--- config.mk ---
export PLATFORM = sky130hd
export DESIGN_NAME = tetc_top
export DESIGN_NICKNAME = d
export VERILOG_FILES = /design/src/design/tetc_pkg.sv /design/src/design/tetc_chan.sv /design/src/design/tetc_top.sv
export SDC_FILE = /design/constraint.sdc
export NUM_CORES = 1
export LEC_CHECK = 0
export BUFFER_PORTS_ARGS = -buffer_cell sky130_fd_sc_hd__buf_2
export CORE_UTILIZATION = 35
export CTS_CLUSTER_DIAMETER = 60
export DETAILED_ROUTE_END_ITERATION = 8
export HOLD_SLACK_MARGIN = 0.03
export SYNTH_ARGS = -nofsm -noshare
export SYNTH_HDL_FRONTEND = slang
export SYNTH_SLANG_ARGS = --single-unit
--- constraint.sdc ---
create_clock -name core_clk -period 2.9 [get_ports core_clk]
set_input_delay 0.435 -clock core_clk [delete_from_list [all_inputs] [get_ports core_clk]]
set_output_delay 0.435 -clock core_clk [all_outputs]
set_load 0.02 [all_outputs]
--- src/design/tetc_pkg.sv ---
// Constants, register map and types of the triple timer/event counter.
// Assumes one core clock; all other clocks arrive as sampled levels.
package tetc_pkg;
  localparam int NCH = 3;
  localparam int W0  = 8;
  localparam int W12 = 16;
  localparam int AW  = 8;
  localparam int DW  = 8;

  localparam logic [7:0] A_C0_VAL  = 8'h00;
  localparam logic [7:0] A_C0_CTRL = 8'h01;
  localparam logic [7:0] A_C1_LO   = 8'h02;
  localparam logic [7:0] A_C1_HI   = 8'h03;
  localparam logic [7:0] A_C1_CTRL = 8'h04;
  localparam logic [7:0] A_C2_LO   = 8'h05;
  localparam logic [7:0] A_C2_HI   = 8'h06;
  localparam logic [7:0] A_C2_CTRL = 8'h07;
  localparam logic [7:0] A_SYSCTL  = 8'h08;
  localparam logic [7:0] A_INTCTL  = 8'h09;

  localparam logic [7:0] CTRL_RST = 8'h08;
  localparam int B_MODE_HI = 7;
  localparam int B_MODE_LO = 6;
  localparam int B_SRC     = 5;
  localparam int B_EN      = 4;
  localparam int B_EDGE    = 3;
  localparam int B_PSC_HI  = 2;
  localparam int B_LFS     = 0;
  localparam int B_AUX_LO  = 1;
  localparam int B_AUX_HI  = 2;
  localparam int B_FLAG0   = 4;

  localparam logic [1:0] AUX_LF   = 2'h0;
  localparam logic [1:0] AUX_REF  = 2'h1;
  localparam logic [1:0] AUX_SEN  = 2'h2;
  localparam logic [1:0] AUX_TMCK = 2'h3;

  localparam logic [1:0] DIV4_LAST = 2'h3;
  localparam int         PSC_W     = 7;
  localparam logic [6:0] PSC_ALL   = 7'h7f;
  localparam logic [2:0] PSC_MAX   = 3'h7;

  localparam int NSYNC  = 8;
  localparam int S_INTERNAL_LOW_SPEED_RC = 0;
  localparam int S_LXT  = 1;
  localparam int S_REF  = 2;
  localparam int S_SEN  = 3;
  localparam int S_TMCK = 4;
  localparam int S_PIN0 = 5;

  typedef enum logic [1:0] {
    TETC_M_NONE  = 2'b00,
    TETC_M_EVENT = 2'b01,
    TETC_M_TIMER = 2'b10,
    TETC_M_PWM   = 2'b11
  } tetc_mode_t;

  typedef enum logic {
    TETC_IDLE = 1'b0,
    TETC_MEAS = 1'b1
  } tetc_meas_t;
endpackage

--- src/design/tetc_chan.sv ---
// One count-up counter channel with event, timer and pulse-width modes.
// Assumes edge pulses and prescaled ticks already in the core clock domain.
`timescale 1ns/1ps
module tetc_chan
  import tetc_pkg::*;
#(
  parameter int W = W12
) (
  input  wire logic         core_clk,
  input  wire logic         sys_rst,
  input  wire tetc_mode_t   mode,
  input  wire logic         count_enable,
  input  wire logic         active_edge_select,
  input  wire logic         tick,
  input  wire logic         pin_rise,
  input  wire logic         pin_fall,
  input  wire logic         load,
  input  wire logic [W-1:0] preload,
  output logic      [W-1:0] count_q,
  output logic              ovf,
  output logic              done
);
  tetc_meas_t meas_q;
  logic       start_edge;
  logic       stop_edge;
  logic       evt_edge;
  logic       inc;

  always_comb begin
    start_edge = active_edge_select ? pin_rise : pin_fall;
    stop_edge  = active_edge_select ? pin_fall : pin_rise;
    evt_edge   = active_edge_select ? pin_fall : pin_rise;
    case (mode)
      TETC_M_EVENT: inc = count_enable && evt_edge;
      TETC_M_TIMER: inc = count_enable && tick;
      TETC_M_PWM: inc = count_enable && meas_q == TETC_MEAS &&
                        tick && !stop_edge;
      default: inc = 1'b0;
    endcase
    ovf  = inc && count_q == {W{1'b1}};
    done = mode == TETC_M_PWM && count_enable &&
           meas_q == TETC_MEAS && stop_edge;
  end

  always_ff @(posedge core_clk) begin
    if (sys_rst) begin
      meas_q <= TETC_IDLE;
    end else begin
      case (meas_q)
        TETC_IDLE: begin
          if (mode == TETC_M_PWM && count_enable && start_edge) begin
            meas_q <= TETC_MEAS;
          end
        end
        TETC_MEAS: begin
          if (!count_enable || mode != TETC_M_PWM || stop_edge) begin
            meas_q <= TETC_IDLE;
          end
        end
        default: meas_q <= TETC_IDLE;
      endcase
    end
  end

  always_ff @(posedge core_clk) begin
    if (sys_rst) begin
      count_q <= '0;
    end else if (load && !count_enable) begin
      count_q <= preload;
    end else if (ovf) begin
      count_q <= preload;
    end else if (inc) begin
      count_q <= count_q + 1'b1;
    end
  end
endmodule

--- src/design/tetc_top.sv ---
// Top of the triple timer/event counter with its register port.
// Assumes a byte register port on core_clk; pins and slow clocks are async.
//
// Local design decisions: the strobed register port and the register addresses.
`timescale 1ns/1ps
module tetc_top
  import tetc_pkg::*;
(
  input  wire logic          core_clk,
  input  wire logic          sys_rst,
  input  wire logic [AW-1:0] reg_addr,
  input  wire logic [DW-1:0] reg_wdata,
  input  wire logic          reg_wr,
  input  wire logic          reg_rd,
  output logic      [DW-1:0] reg_rdata_q,
  input  wire logic [NCH-1:0] event_pin,
  input  wire logic          internal_low_speed_rc,
  input  wire logic          external_low_speed_crystal,
  input  wire logic          touch_ref_clock,
  input  wire logic          touch_sense_clock,
  input  wire logic          touch_timer_clock,
  output logic      [NCH-1:0] overflow_irq_q
);
  logic [NSYNC-1:0] raw;
  logic [NSYNC-1:0] s1_q;
  logic [NSYNC-1:0] s2_q;
  logic [NSYNC-1:0] s3_q;
  logic [NSYNC-1:0] rise;
  logic [NSYNC-1:0] fall;

  logic [DW-1:0]    ctrl_q    [NCH];
  logic [W12-1:0]   preload_q [NCH];
  logic [W12-1:0]   count_w   [NCH];
  logic [NCH-1:0]   load_q;
  logic [DW-1:0]    lowbuf1_q;
  logic [DW-1:0]    lowbuf2_q;
  logic             lfs_q;
  logic [1:0]       aux_sel_q;
  logic [NCH-1:0]   inten_q;
  logic [NCH-1:0]   flag_q;
  logic [1:0]       div_q;

  logic             div4;
  logic             lf_fall;
  logic             aux_fall;
  logic [NCH-1:0]   src;
  logic [NCH-1:0]   tick;
  logic [NCH-1:0]   ovf;
  logic [NCH-1:0]   done;
  logic [NCH-1:0]   ctrl_wr;
  logic             intc_wr;

  assign raw = {event_pin, touch_timer_clock, touch_sense_clock,
                touch_ref_clock, external_low_speed_crystal,
                internal_low_speed_rc};

  // Each async level passes two flops; a third flop feeds edge detection.
  genvar b;
  generate
    for (b = 0; b < NSYNC; b++) begin : g_sync
      always_ff @(posedge core_clk) begin
        if (sys_rst) begin
          s1_q[b] <= 1'b0;
          s2_q[b] <= 1'b0;
          s3_q[b] <= 1'b0;
        end else begin
          s1_q[b] <= raw[b];
          s2_q[b] <= s1_q[b];
          s3_q[b] <= s2_q[b];
        end
      end
      assign rise[b] = s2_q[b] && !s3_q[b];
      assign fall[b] = !s2_q[b] && s3_q[b];
    end
  endgenerate

  // System clock divided by four as a one-cycle enable.
  always_ff @(posedge core_clk) begin
    if (sys_rst) begin
      div_q <= '0;
    end else begin
      div_q <= div_q + 1'b1;
    end
  end
  assign div4 = div_q == DIV4_LAST;

  // Slow clocks advance the count on their high-to-low transition.
  always_comb begin
    lf_fall = lfs_q ? fall[S_LXT] : fall[S_INTERNAL_LOW_SPEED_RC];
    case (aux_sel_q)
      AUX_LF: aux_fall = lf_fall;
      AUX_REF: aux_fall = fall[S_REF];
      AUX_SEN: aux_fall = fall[S_SEN];
      default: aux_fall = fall[S_TMCK];
    endcase
    src[0] = ctrl_q[0][B_SRC] ? lf_fall : 1'b1;
    src[1] = ctrl_q[1][B_SRC] ? lf_fall : div4;
    src[2] = ctrl_q[2][B_SRC] ? aux_fall : div4;
  end

  assign intc_wr = reg_wr && reg_addr == A_INTCTL;
  assign ctrl_wr[0] = reg_wr && reg_addr == A_C0_CTRL;
  assign ctrl_wr[1] = reg_wr && reg_addr == A_C1_CTRL;
  assign ctrl_wr[2] = reg_wr && reg_addr == A_C2_CTRL;

  genvar i;
  generate
    for (i = 0; i < NCH; i++) begin : g_ch
      localparam int CW = (i == 0) ? W0 : W12;
      logic [PSC_W-1:0] psc_q;
      logic [PSC_W-1:0] mask;
      logic [CW-1:0]    cnt;
      logic [2:0]       psc_sel;

      assign psc_sel = ctrl_q[i][B_PSC_HI:0];
      assign mask = PSC_ALL >> (PSC_MAX - psc_sel);
      assign tick[i] = src[i] && (psc_q & mask) == mask;

      always_ff @(posedge core_clk) begin
        if (sys_rst) begin
          psc_q <= '0;
        end else if (!ctrl_q[i][B_EN]) begin
          psc_q <= '0;
        end else if (src[i]) begin
          psc_q <= psc_q + 1'b1;
        end
      end

      // A hardware clear of the enable loses to a software write.
      always_ff @(posedge core_clk) begin
        if (sys_rst) begin
          ctrl_q[i] <= CTRL_RST;
        end else if (ctrl_wr[i]) begin
          ctrl_q[i] <= reg_wdata;
        end else if (done[i]) begin
          ctrl_q[i][B_EN] <= 1'b0;
        end
      end

      always_ff @(posedge core_clk) begin
        if (sys_rst) begin
          flag_q[i] <= 1'b0;
        end else if (ovf[i]) begin
          flag_q[i] <= 1'b1;
        end else if (intc_wr && !reg_wdata[B_FLAG0 + i]) begin
          flag_q[i] <= 1'b0;
        end
      end

      always_ff @(posedge core_clk) begin
        if (sys_rst) begin
          overflow_irq_q[i] <= 1'b0;
        end else begin
          overflow_irq_q[i] <= flag_q[i] && inten_q[i];
        end
      end

      tetc_chan #(
        .W(CW)
      ) u_chan (
        .core_clk           (core_clk),
        .sys_rst            (sys_rst),
        .mode               (tetc_mode_t'(ctrl_q[i][B_MODE_HI:B_MODE_LO])),
        .count_enable       (ctrl_q[i][B_EN]),
        .active_edge_select (ctrl_q[i][B_EDGE]),
        .tick               (tick[i]),
        .pin_rise           (rise[S_PIN0 + i]),
        .pin_fall           (fall[S_PIN0 + i]),
        .load               (load_q[i]),
        .preload            (preload_q[i][CW-1:0]),
        .count_q            (cnt),
        .ovf                (ovf[i]),
        .done               (done[i])
      );
      assign count_w[i] = W12'(cnt);

    end
  endgenerate

  // Preloads: counter 0 takes a byte, counters 1 and 2 take high plus buffer.
  always_ff @(posedge core_clk) begin
    if (sys_rst) begin
      preload_q[0] <= '0;
      preload_q[1] <= '0;
      preload_q[2] <= '0;
      load_q       <= '0;
    end else begin
      load_q[0] <= reg_wr && reg_addr == A_C0_VAL;
      load_q[1] <= reg_wr && reg_addr == A_C1_HI;
      load_q[2] <= reg_wr && reg_addr == A_C2_HI;
      if (reg_wr && reg_addr == A_C0_VAL) begin
        preload_q[0] <= {8'h00, reg_wdata};
      end
      if (reg_wr && reg_addr == A_C1_HI) begin
        preload_q[1] <= {reg_wdata, lowbuf1_q};
      end
      if (reg_wr && reg_addr == A_C2_HI) begin
        preload_q[2] <= {reg_wdata, lowbuf2_q};
      end
    end
  end

  // Low-byte buffers make 16-bit reads and writes atomic.
  always_ff @(posedge core_clk) begin
    if (sys_rst) begin
      lowbuf1_q <= '0;
      lowbuf2_q <= '0;
    end else begin
      if (reg_wr && reg_addr == A_C1_LO) begin
        lowbuf1_q <= reg_wdata;
      end else if (reg_rd && reg_addr == A_C1_HI) begin
        lowbuf1_q <= count_w[1][7:0];
      end
      if (reg_wr && reg_addr == A_C2_LO) begin
        lowbuf2_q <= reg_wdata;
      end else if (reg_rd && reg_addr == A_C2_HI) begin
        lowbuf2_q <= count_w[2][7:0];
      end
    end
  end

  always_ff @(posedge core_clk) begin
    if (sys_rst) begin
      lfs_q     <= 1'b0;
      aux_sel_q <= AUX_LF;
    end else if (reg_wr && reg_addr == A_SYSCTL) begin
      lfs_q     <= reg_wdata[B_LFS];
      aux_sel_q <= reg_wdata[B_AUX_HI:B_AUX_LO];
    end
  end

  always_ff @(posedge core_clk) begin
    if (sys_rst) begin
      inten_q <= '0;
    end else if (intc_wr) begin
      inten_q <= reg_wdata[NCH-1:0];
    end
  end

  // Read data stands only in the cycle after the strobe.
  always_ff @(posedge core_clk) begin
    if (sys_rst) begin
      reg_rdata_q <= '0;
    end else if (!reg_rd) begin
      reg_rdata_q <= '0;
    end else if (reg_addr == A_C0_VAL) begin
      reg_rdata_q <= count_w[0][7:0];
    end else if (reg_addr == A_C0_CTRL) begin
      reg_rdata_q <= ctrl_q[0];
    end else if (reg_addr == A_C1_LO) begin
      reg_rdata_q <= lowbuf1_q;
    end else if (reg_addr == A_C1_HI) begin
      reg_rdata_q <= count_w[1][15:8];
    end else if (reg_addr == A_C1_CTRL) begin
      reg_rdata_q <= ctrl_q[1];
    end else if (reg_addr == A_C2_LO) begin
      reg_rdata_q <= lowbuf2_q;
    end else if (reg_addr == A_C2_HI) begin
      reg_rdata_q <= count_w[2][15:8];
    end else if (reg_addr == A_C2_CTRL) begin
      reg_rdata_q <= ctrl_q[2];
    end else if (reg_addr == A_SYSCTL) begin
      reg_rdata_q <= {5'h00, aux_sel_q, lfs_q};
    end else if (reg_addr == A_INTCTL) begin
      reg_rdata_q <= {1'b0, flag_q, 1'b0, inten_q};
    end else begin
      reg_rdata_q <= '0;
    end
  end
endmodule

==> flow_metrics.tcl, run 1 <==
set metrics [dict create \
    finalNonFillerCells 1342 \
    drc_errors 1 \
    die_y_um 166 \
    max_slew_margin_pct 46.8 \
    fin_tns_setup_ns 0 \
    worst-r2r-setup-slack_ns 0.30 \
    fin_ws_ns 0.303 \
    vias 7583 \
    fin_worst_skew_ns 0.0145 \
    endpoint_kind "flip-flop" \
    wl_met2_um 12300 \
    path_class "flip-flop to flip-flop" \
    grt_pass1_wl_um 41300 \
    cts.sinks 193 \
    hold_path_class "input pin to flip-flop" \
    final_hold_viol_count 0 \
    fmax_ghz 0.385 \
    clock-root-buffer "clkbuf_16" \
    start_util_pct 36.0 \
    setup_viol 0 \
    p_leak_nw 3.82 \
    numPortBuffers 38 \
    clock_path_buffers 2 \
    boundaryPins 39 \
    startpoint "ctrl_q[2][7]$_SDFFCE_PN0P_" \
    overflow 0 \
    grt_pass1_vias 7094 \
    critPathRequiredTime_ns 3.23 \
    drt-total-wl_um 26000 \
    yosys_most_used_dff "dfxtp_1" \
    drive_gt1_share_pct 13.2 \
    dp_slack_ns 0.223 \
    ant_nets 0 \
    crit_path_start_kind "flip-flop" \
    syn_avg_cell_area_um2 9.92 \
    layout_common_cells "dfxtp_1, nor2_1, nand2_1" \
    fill_cells 2638 \
    drv_slew 0 \
    outcome "finished with violations" \
    drv_cap 0 \
    met3_wirelength_um 1510 \
    rsz0062_at_grt "no" \
    synth_nets 999 \
    r2r_start "ctrl_q[2][7]$_SDFFCE_PN0P_" \
    synth-edff-count 64 \
    multi_input_area_mm2 0.00471 \
    die_x_um 166 \
    min_from "external_low_speed_crystal" \
    grt_max_degree 41 \
    antenna_found_initial 1 \
    crit_chain "inv_1, ha_1, nand3b_1, o22ai_1, a221oi_4, inv_1, a31oi_4, nor2_1, a22o_1" \
    synthArstFlopShare_pct 0 \
    h-tree-depth 4 \
    path_max_fanout 9 \
    fin_crit_sh_pct 89.5 \
    p_per_area_mw_per_mm2 514 \
    vdd_ir_drop_max_mv 0.381 \
    drt-met1-wl_um 11500 \
    drtIter0Drc 599 \
    num_rows 59 \
    yosysSeqAreaShare_pct 47.6 \
    top_layer "met4" \
    layout_commonest_cell "dfxtp_1" \
    design.die.area_mm2 0.0277 \
    violations "DRC" \
    hpwl_um 18700 \
    synth_cell_types 86 \
    final.min_clock_period_ns 2.60 \
    slowest_stage "a221oi_4" \
    cp.arrival_ns 2.93 \
    crit_buf_inv 2 \
    slowest_delay_ns 0.48 \
    core-area_mm2 0.0263 \
    first_pass_iters 9 \
    fin_nets 1038 \
    path_clk_slew_ns 0.07 \
    cp_top_family "compound AO/OA/AOI/OAI gates" \
    vias_per_cell 5.65 \
    wl_per_cell_um 19.4 \
    dp_cells 1310 \
    design_power_total_mw 5.47 \
    syn_inst 955 \
    diodes 0 \
    yosysWarnings 0 \
    clk_latency_ns 0.44 \
    ff_latch_area_mm2 0.00450 \
    cts_tree "built" \
    tightest_slew_ns 0.791 \
    synth_area_mm2 0.00947 \
    area_growth_pct 12.4 \
    cts-buffers-inserted 17 \
    grt_usage_pct 19.4 \
    synth_seq_cells 193 \
    path_common_cell "inv_1" \
    gp_congestion 0.888 \
]
## report_power, final
part           internal [mW]  total (mW)  switching [mW]
clock network           1.16        2.26            1.10
registers               2.85        2.91          0.0588
logic                  0.109       0.304           0.194
total                   4.12        5.47            1.35
## registers in the layout, indices dropped and copies added (netlist names)
| name | cells |
|---|---|
| aux_sel_q | 2 |
| overflow_irq_q | 3 |
| s1_q | 8 |
| s2_q | 8 |
| s3_q | 8 |
| ctrl_q | 24 |
| inten_q | 3 |
| g_ch.u_chan.meas_q | 3 |
| lowbuf1_q | 8 |
| preload_q | 40 |
| div_q | 2 |
| g_ch.psc_q | 21 |
| g_ch.u_chan.count_q | 40 |
| flag_q | 3 |
| reg_rdata_q | 8 |
| load_q | 3 |
| lowbuf2_q | 8 |
| lfs_q | 1 |
## cell usage after synthesis (3+ instances only)
library cell | number | share of area [%]
dfxtp_1 | 129 | 27
nor2_1 | 104 | 4.1
nand2_1 | 75 | 3.0
edfxtp_1 | 64 | 20
and2_1 | 48 | 3.2
mux2i_1 | 32 | 3.4
nor2b_1 | 32 | 2.1
o21ai_0 | 30 | 1.6
nand3_1 | 28 | 1.5
clkbuf_1 | 27 | 1.1
a211oi_1 | 25 | 2.0
inv_1 | 23 | 0.91
nor3_1 | 22 | 1.2
a21oi_1 | 21 | 1.1
nand4_1 | 21 | 1.4
and3_1 | 19 | 1.3
nand2b_1 | 19 | 1.3
ha_1 | 16 | 2.1
xor2_1 | 13 | 1.2
mux4_2 | 11 | 2.6
a311oi_1 | 10 | 0.92
nor3b_1 | 10 | 0.79
xnor2_1 | 10 | 0.92
a21boi_0 | 9 | 0.71
a31oi_1 | 8 | 0.53
a22oi_1 | 7 | 0.55
nand3b_1 | 7 | 0.55
o211ai_1 | 7 | 0.55
o22ai_1 | 7 | 0.46
o311ai_0 | 7 | 0.65
o32ai_1 | 7 | 0.65
nor4_1 | 6 | 0.40
or3_1 | 6 | 0.40
a22o_1 | 5 | 0.46
a32oi_1 | 5 | 0.46
buf_2 | 5 | 0.26
a222oi_1 | 4 | 0.42
buf_1 | 4 | 0.16
o2111ai_1 | 4 | 0.37
or2_2 | 4 | 0.26
nor2_4 | 3 | 0.36
nor4b_1 | 3 | 0.28
o21a_1 | 3 | 0.24
## repair_timing
action	CTS	global route
resized for setup	0	1
setup endpoints to repair	0	1
hold buffers	0	0
buffers inserted	0	0
## cell type report
class | instances | area share [%]
Tap cell | 335 | 3.94
Clock inverter | 14 | 0.963
Sequential cell | 193 | 42.3
Multi-Input combinational cell | 698 | 44.2
Clock buffer | 18 | 4.23
Inverter | 24 | 0.846
Timing Repair Buffer | 60 | 3.48
## final timing paths
path / depth (start not counted) / to
setup / recovery: 9 / g_ch[2].u_chan.count_q[12]$_SDFFE_PP0P_
hold / removal: 2 / s1_q[1]$_SDFF_PP0_
setup reg to reg: 9 / g_ch[2].u_chan.count_q[12]$_SDFFE_PP0P_
hold reg to reg: 1 / div_q[0]$_SDFF_PP0_
## worst register-to-register path, cell delays in order (launching register included)
cell	delay, ns
edfxtp_1	0.45
inv_1	0.09
ha_1	0.23
nand3b_1	0.13
o22ai_1	0.13
a221oi_4	0.48
inv_1	0.24
a31oi_4	0.33
nor2_1	0.15
a22o_1	0.26
## through the flow
stage	cell area [µm²]	utilization, %	hold slack [ns]
2_1_floorplan	9470	-	0.399
3_3_place_gp	10100	38.4	0.409
3_5_place_dp	10100	38.4	0.422
4_1_cts	10600	40.5	0.193
5_1_grt	10600	40.5	0.196
6_report	10600	40.5	0.205
## metal layers
| layer | GRT usage (%) | vias to the layer above |
|---|---|---|
| li1 | - | 3609 |
| met1 | 25.7 | 3677 |
| met2 | 30.8 | 253 |
| met3 | 3.64 | 44 |
| met4 | 8.33 | 0 |
| met5 | 0 | - |
## logic make-up (layout without fill, tap and decap cells)
| logic type | after synthesis | count (layout) | share of synthesized area, % |
|---|---|---|---|
| adder cells (fa/ha/maj) | 16 | 16 | 2.11 |
| AO/OA/AOI/OAI | 188 | 188 | 15.3 |
| flip-flops | 193 | 193 | 47.6 |
| AND/OR/NAND/NOR | 427 | 427 | 24.0 |
| multiplexers | 44 | 44 | 6.12 |
| XOR/XNOR | 23 | 23 | 2.13 |
| buffers and inverters | 64 | 116 | 2.77 |
Note: power is estimated with default switching activity, not from simulation.
==> inputs of run 2 (changes only) <==
Clock period 2.9 ns to 3 ns, I/O delays scaled along.
==> run 2 against run 1 <==
  * Clock skew is 0.0038 ns lower
  * Cell count unchanged
  * Clock-buffer cell count did not move
  * The run still ends with DRC left
==> flow_metrics.tcl, run 2 (synthesized netlist as in run 1, its figures left out) <==
set metrics [dict create \
    slowest_stage "a221oi_4" \
    post-route-util_pct 40.5 \
    drv_cap 0 \
    critPathCapture "g_ch[2].u_chan.count_q[8]$_SDFFE_PP0P_" \
    die_y_um 166 \
    crit_path_start_kind "flip-flop" \
    p_comb_share_pct 5.4 \
    drtIter0Drc 652 \
    critPathRequiredTime_ns 3.33 \
    drc_errors 2 \
    worst-path-stages 9 \
    design.die.area_mm2 0.0277 \
    core-area_mm2 0.0263 \
    area_growth_pct 12.5 \
    num_rows 59 \
    boundaryPins 39 \
    design_power_total_mw 5.37 \
    r2r-end "g_ch[2].u_chan.count_q[8]$_SDFFE_PP0P_" \
    first_pass_iters 7 \
    finalNonFillerCells 1342 \
    wl_per_cell_um 19.7 \
    fmax_ghz 0.363 \
    numPortBuffers 38 \
    path_common_cell "inv_1" \
    path_max_fanout 9 \
    pwr-share-clk_pct 42.2 \
    fin_crit_sh_pct 91.7 \
    drv_slew 0 \
    hold_path_class "input pin to flip-flop" \
    endpoint_kind "flip-flop" \
    drive_gt1_share_pct 13.0 \
    antenna_found_initial 2 \
    hold_buffers 0 \
    cts.sinks 193 \
    outcome "finished with violations" \
    fin_area_mm2 0.0107 \
    drt-total-wl_um 26400 \
    violations "DRC" \
    grt_pass1_wl_um 41400 \
    fin_nets 1036 \
    p_int_mw 4.01 \
    cp_top_family "compound AO/OA/AOI/OAI gates" \
    layout_commonest_cell "dfxtp_1" \
    p_per_area_mw_per_mm2 504 \
    fin_worst_skew_ns 0.0107 \
    crit_chain "inv_1, ha_1, nand3b_1, o22ai_1, a221oi_4, inv_1, a31oi_2, nor2_1, a22o_1" \
    ant_nets 0 \
    startpoint "ctrl_q[2][6]$_SDFFCE_PN0P_" \
    fin_tns_setup_ns 0 \
    gp_congestion 0.885 \
    final.min_clock_period_ns 2.75 \
    h-tree-depth 4 \
    cts-buffers-inserted 17 \
    worst-r2r-setup-slack_ns 0.25 \
    placedInstanceArea_mm2 0.0101 \
    clock-root-buffer "clkbuf_16" \
    crit_buf_inv 2 \
    clk_latency_ns 0.44 \
    seqPwrFrac_pct 52.3 \
    top_regs "g_ch.u_chan.count_q x40, preload_q x40, ctrl_q x24" \
    vdd_ir_drop_max_mv 0.351 \
    vias_per_cell 5.63 \
    p_sw_share_pct 25.3 \
    vias 7554 \
    max_slew_margin_pct 51.9 \
    path_clk_slew_ns 0.08 \
    overflow 0 \
    die_x_um 166 \
    hpwl_um 18800 \
    grt_pass1_vias 7077 \
    start_util_pct 36.0 \
    path_class "flip-flop to flip-flop" \
    p_sw_mw 1.36 \
    reg2reg_depth 9 \
    rsz0062_at_grt "no" \
    clock_path_buffers 2 \
    layout_common_cells "dfxtp_1, nor2_1, nand2_1" \
    final_hold_viol_count 0 \
    cts.repair.resized 0 \
    tightest_slew_ns 0.721 \
    grt_usage_pct 19.5 \
    p_leak_nw 3.80 \
    cts_tree "built" \
    post_cts_buffers 0 \
    setup_viol 0 \
    slowest_delay_ns 0.47 \
    r2r_start "ctrl_q[2][6]$_SDFFCE_PN0P_" \
    grt_max_degree 64 \
    cp.arrival_ns 3.09 \
    dp_cells 1308 \
]
run 2: cell count changes in the layout (fill, tap and decap cells not counted):
cell	previous run	this run
inv_6	2	6
a31oi_2	0	1
clkinv_2	5	0
clkinvlp_4	1	3
buf_12	1	0
a31oi_4	2	1
buf_4	22	21
inv_4	2	0
clkinv_4	2	1
clkinv_8	0	2
diode_2	0	2
run 2: stage by stage:
step                      hold slack [ns]  setup WS (ns)
after floorplan                     0.399          0.352
after global placement              0.408          0.383
after detailed placement            0.414          0.278
after CTS                           0.201          0.263
after global routing                0.218         0.0818
final                               0.215          0.248
run 2: metal layers:
layer | wire [µm] | GRT usage [%] | up-vias
li1 | - | - | 3611
met5 | 0 | 0 | -
met2 | 12400 | 31.5 | 228
met4 | 792 | 8.17 | 0
met1 | 11800 | 26.0 | 3671
met3 | 1370 | 2.71 | 44
run 2: power by group through the flow:
| stage | sequential [mW] | combinational, mW | clock, mW |
|---|---|---|---|
| final | 2.81 | 0.293 | 2.27 |
| after global routing | 2.82 | 0.317 | 2.42 |
| after CTS | 2.81 | 0.292 | 2.31 |
| after global placement | 2.87 | 0.288 | 0 |
| after floorplan | 2.84 | 0.185 | 0 |
| after detailed placement | 2.87 | 0.291 | 0 |
run 2: final cells by class:
class | count | area [µm²]
Timing Repair Buffer | 58 | 343
Clock buffer | 18 | 450
Inverter | 24 | 90.1
Clock inverter | 14 | 139
Multi-Input combinational cell | 698 | 4700
Sequential cell | 193 | 4500
Fill cell | 2628 | 15600
Tap cell | 335 | 419
Antenna cell | 2 | 5.00
run 2: worst reg2reg max path, delay by kind of cell, from the launching register on:
kind                       cells  cell delay [ns]
buffers and inverters          2             0.35
AOI/OAI and AO/OA              4             1.34
and+or+nand+nor                2             0.29
DFF                            1             0.42
adders and majority gates      1             0.25
run 2: worst min-delay path by stage:
stage / startpoint / endpoint / cells after the start
2_1_floorplan: div_q[0]$_SDFF_PP0_ / div_q[0]$_SDFF_PP0_ / 1
3_3_place_gp: div_q[0]$_SDFF_PP0_ / div_q[0]$_SDFF_PP0_ / 1
3_5_place_dp: div_q[0]$_SDFF_PP0_ / div_q[0]$_SDFF_PP0_ / 1
4_1_cts: external_low_speed_crystal / s1_q[1]$_SDFF_PP0_ / 2
5_1_grt: touch_ref_clock / s1_q[2]$_SDFF_PP0_ / 2
6_report: external_low_speed_crystal / s1_q[1]$_SDFF_PP0_ / 2
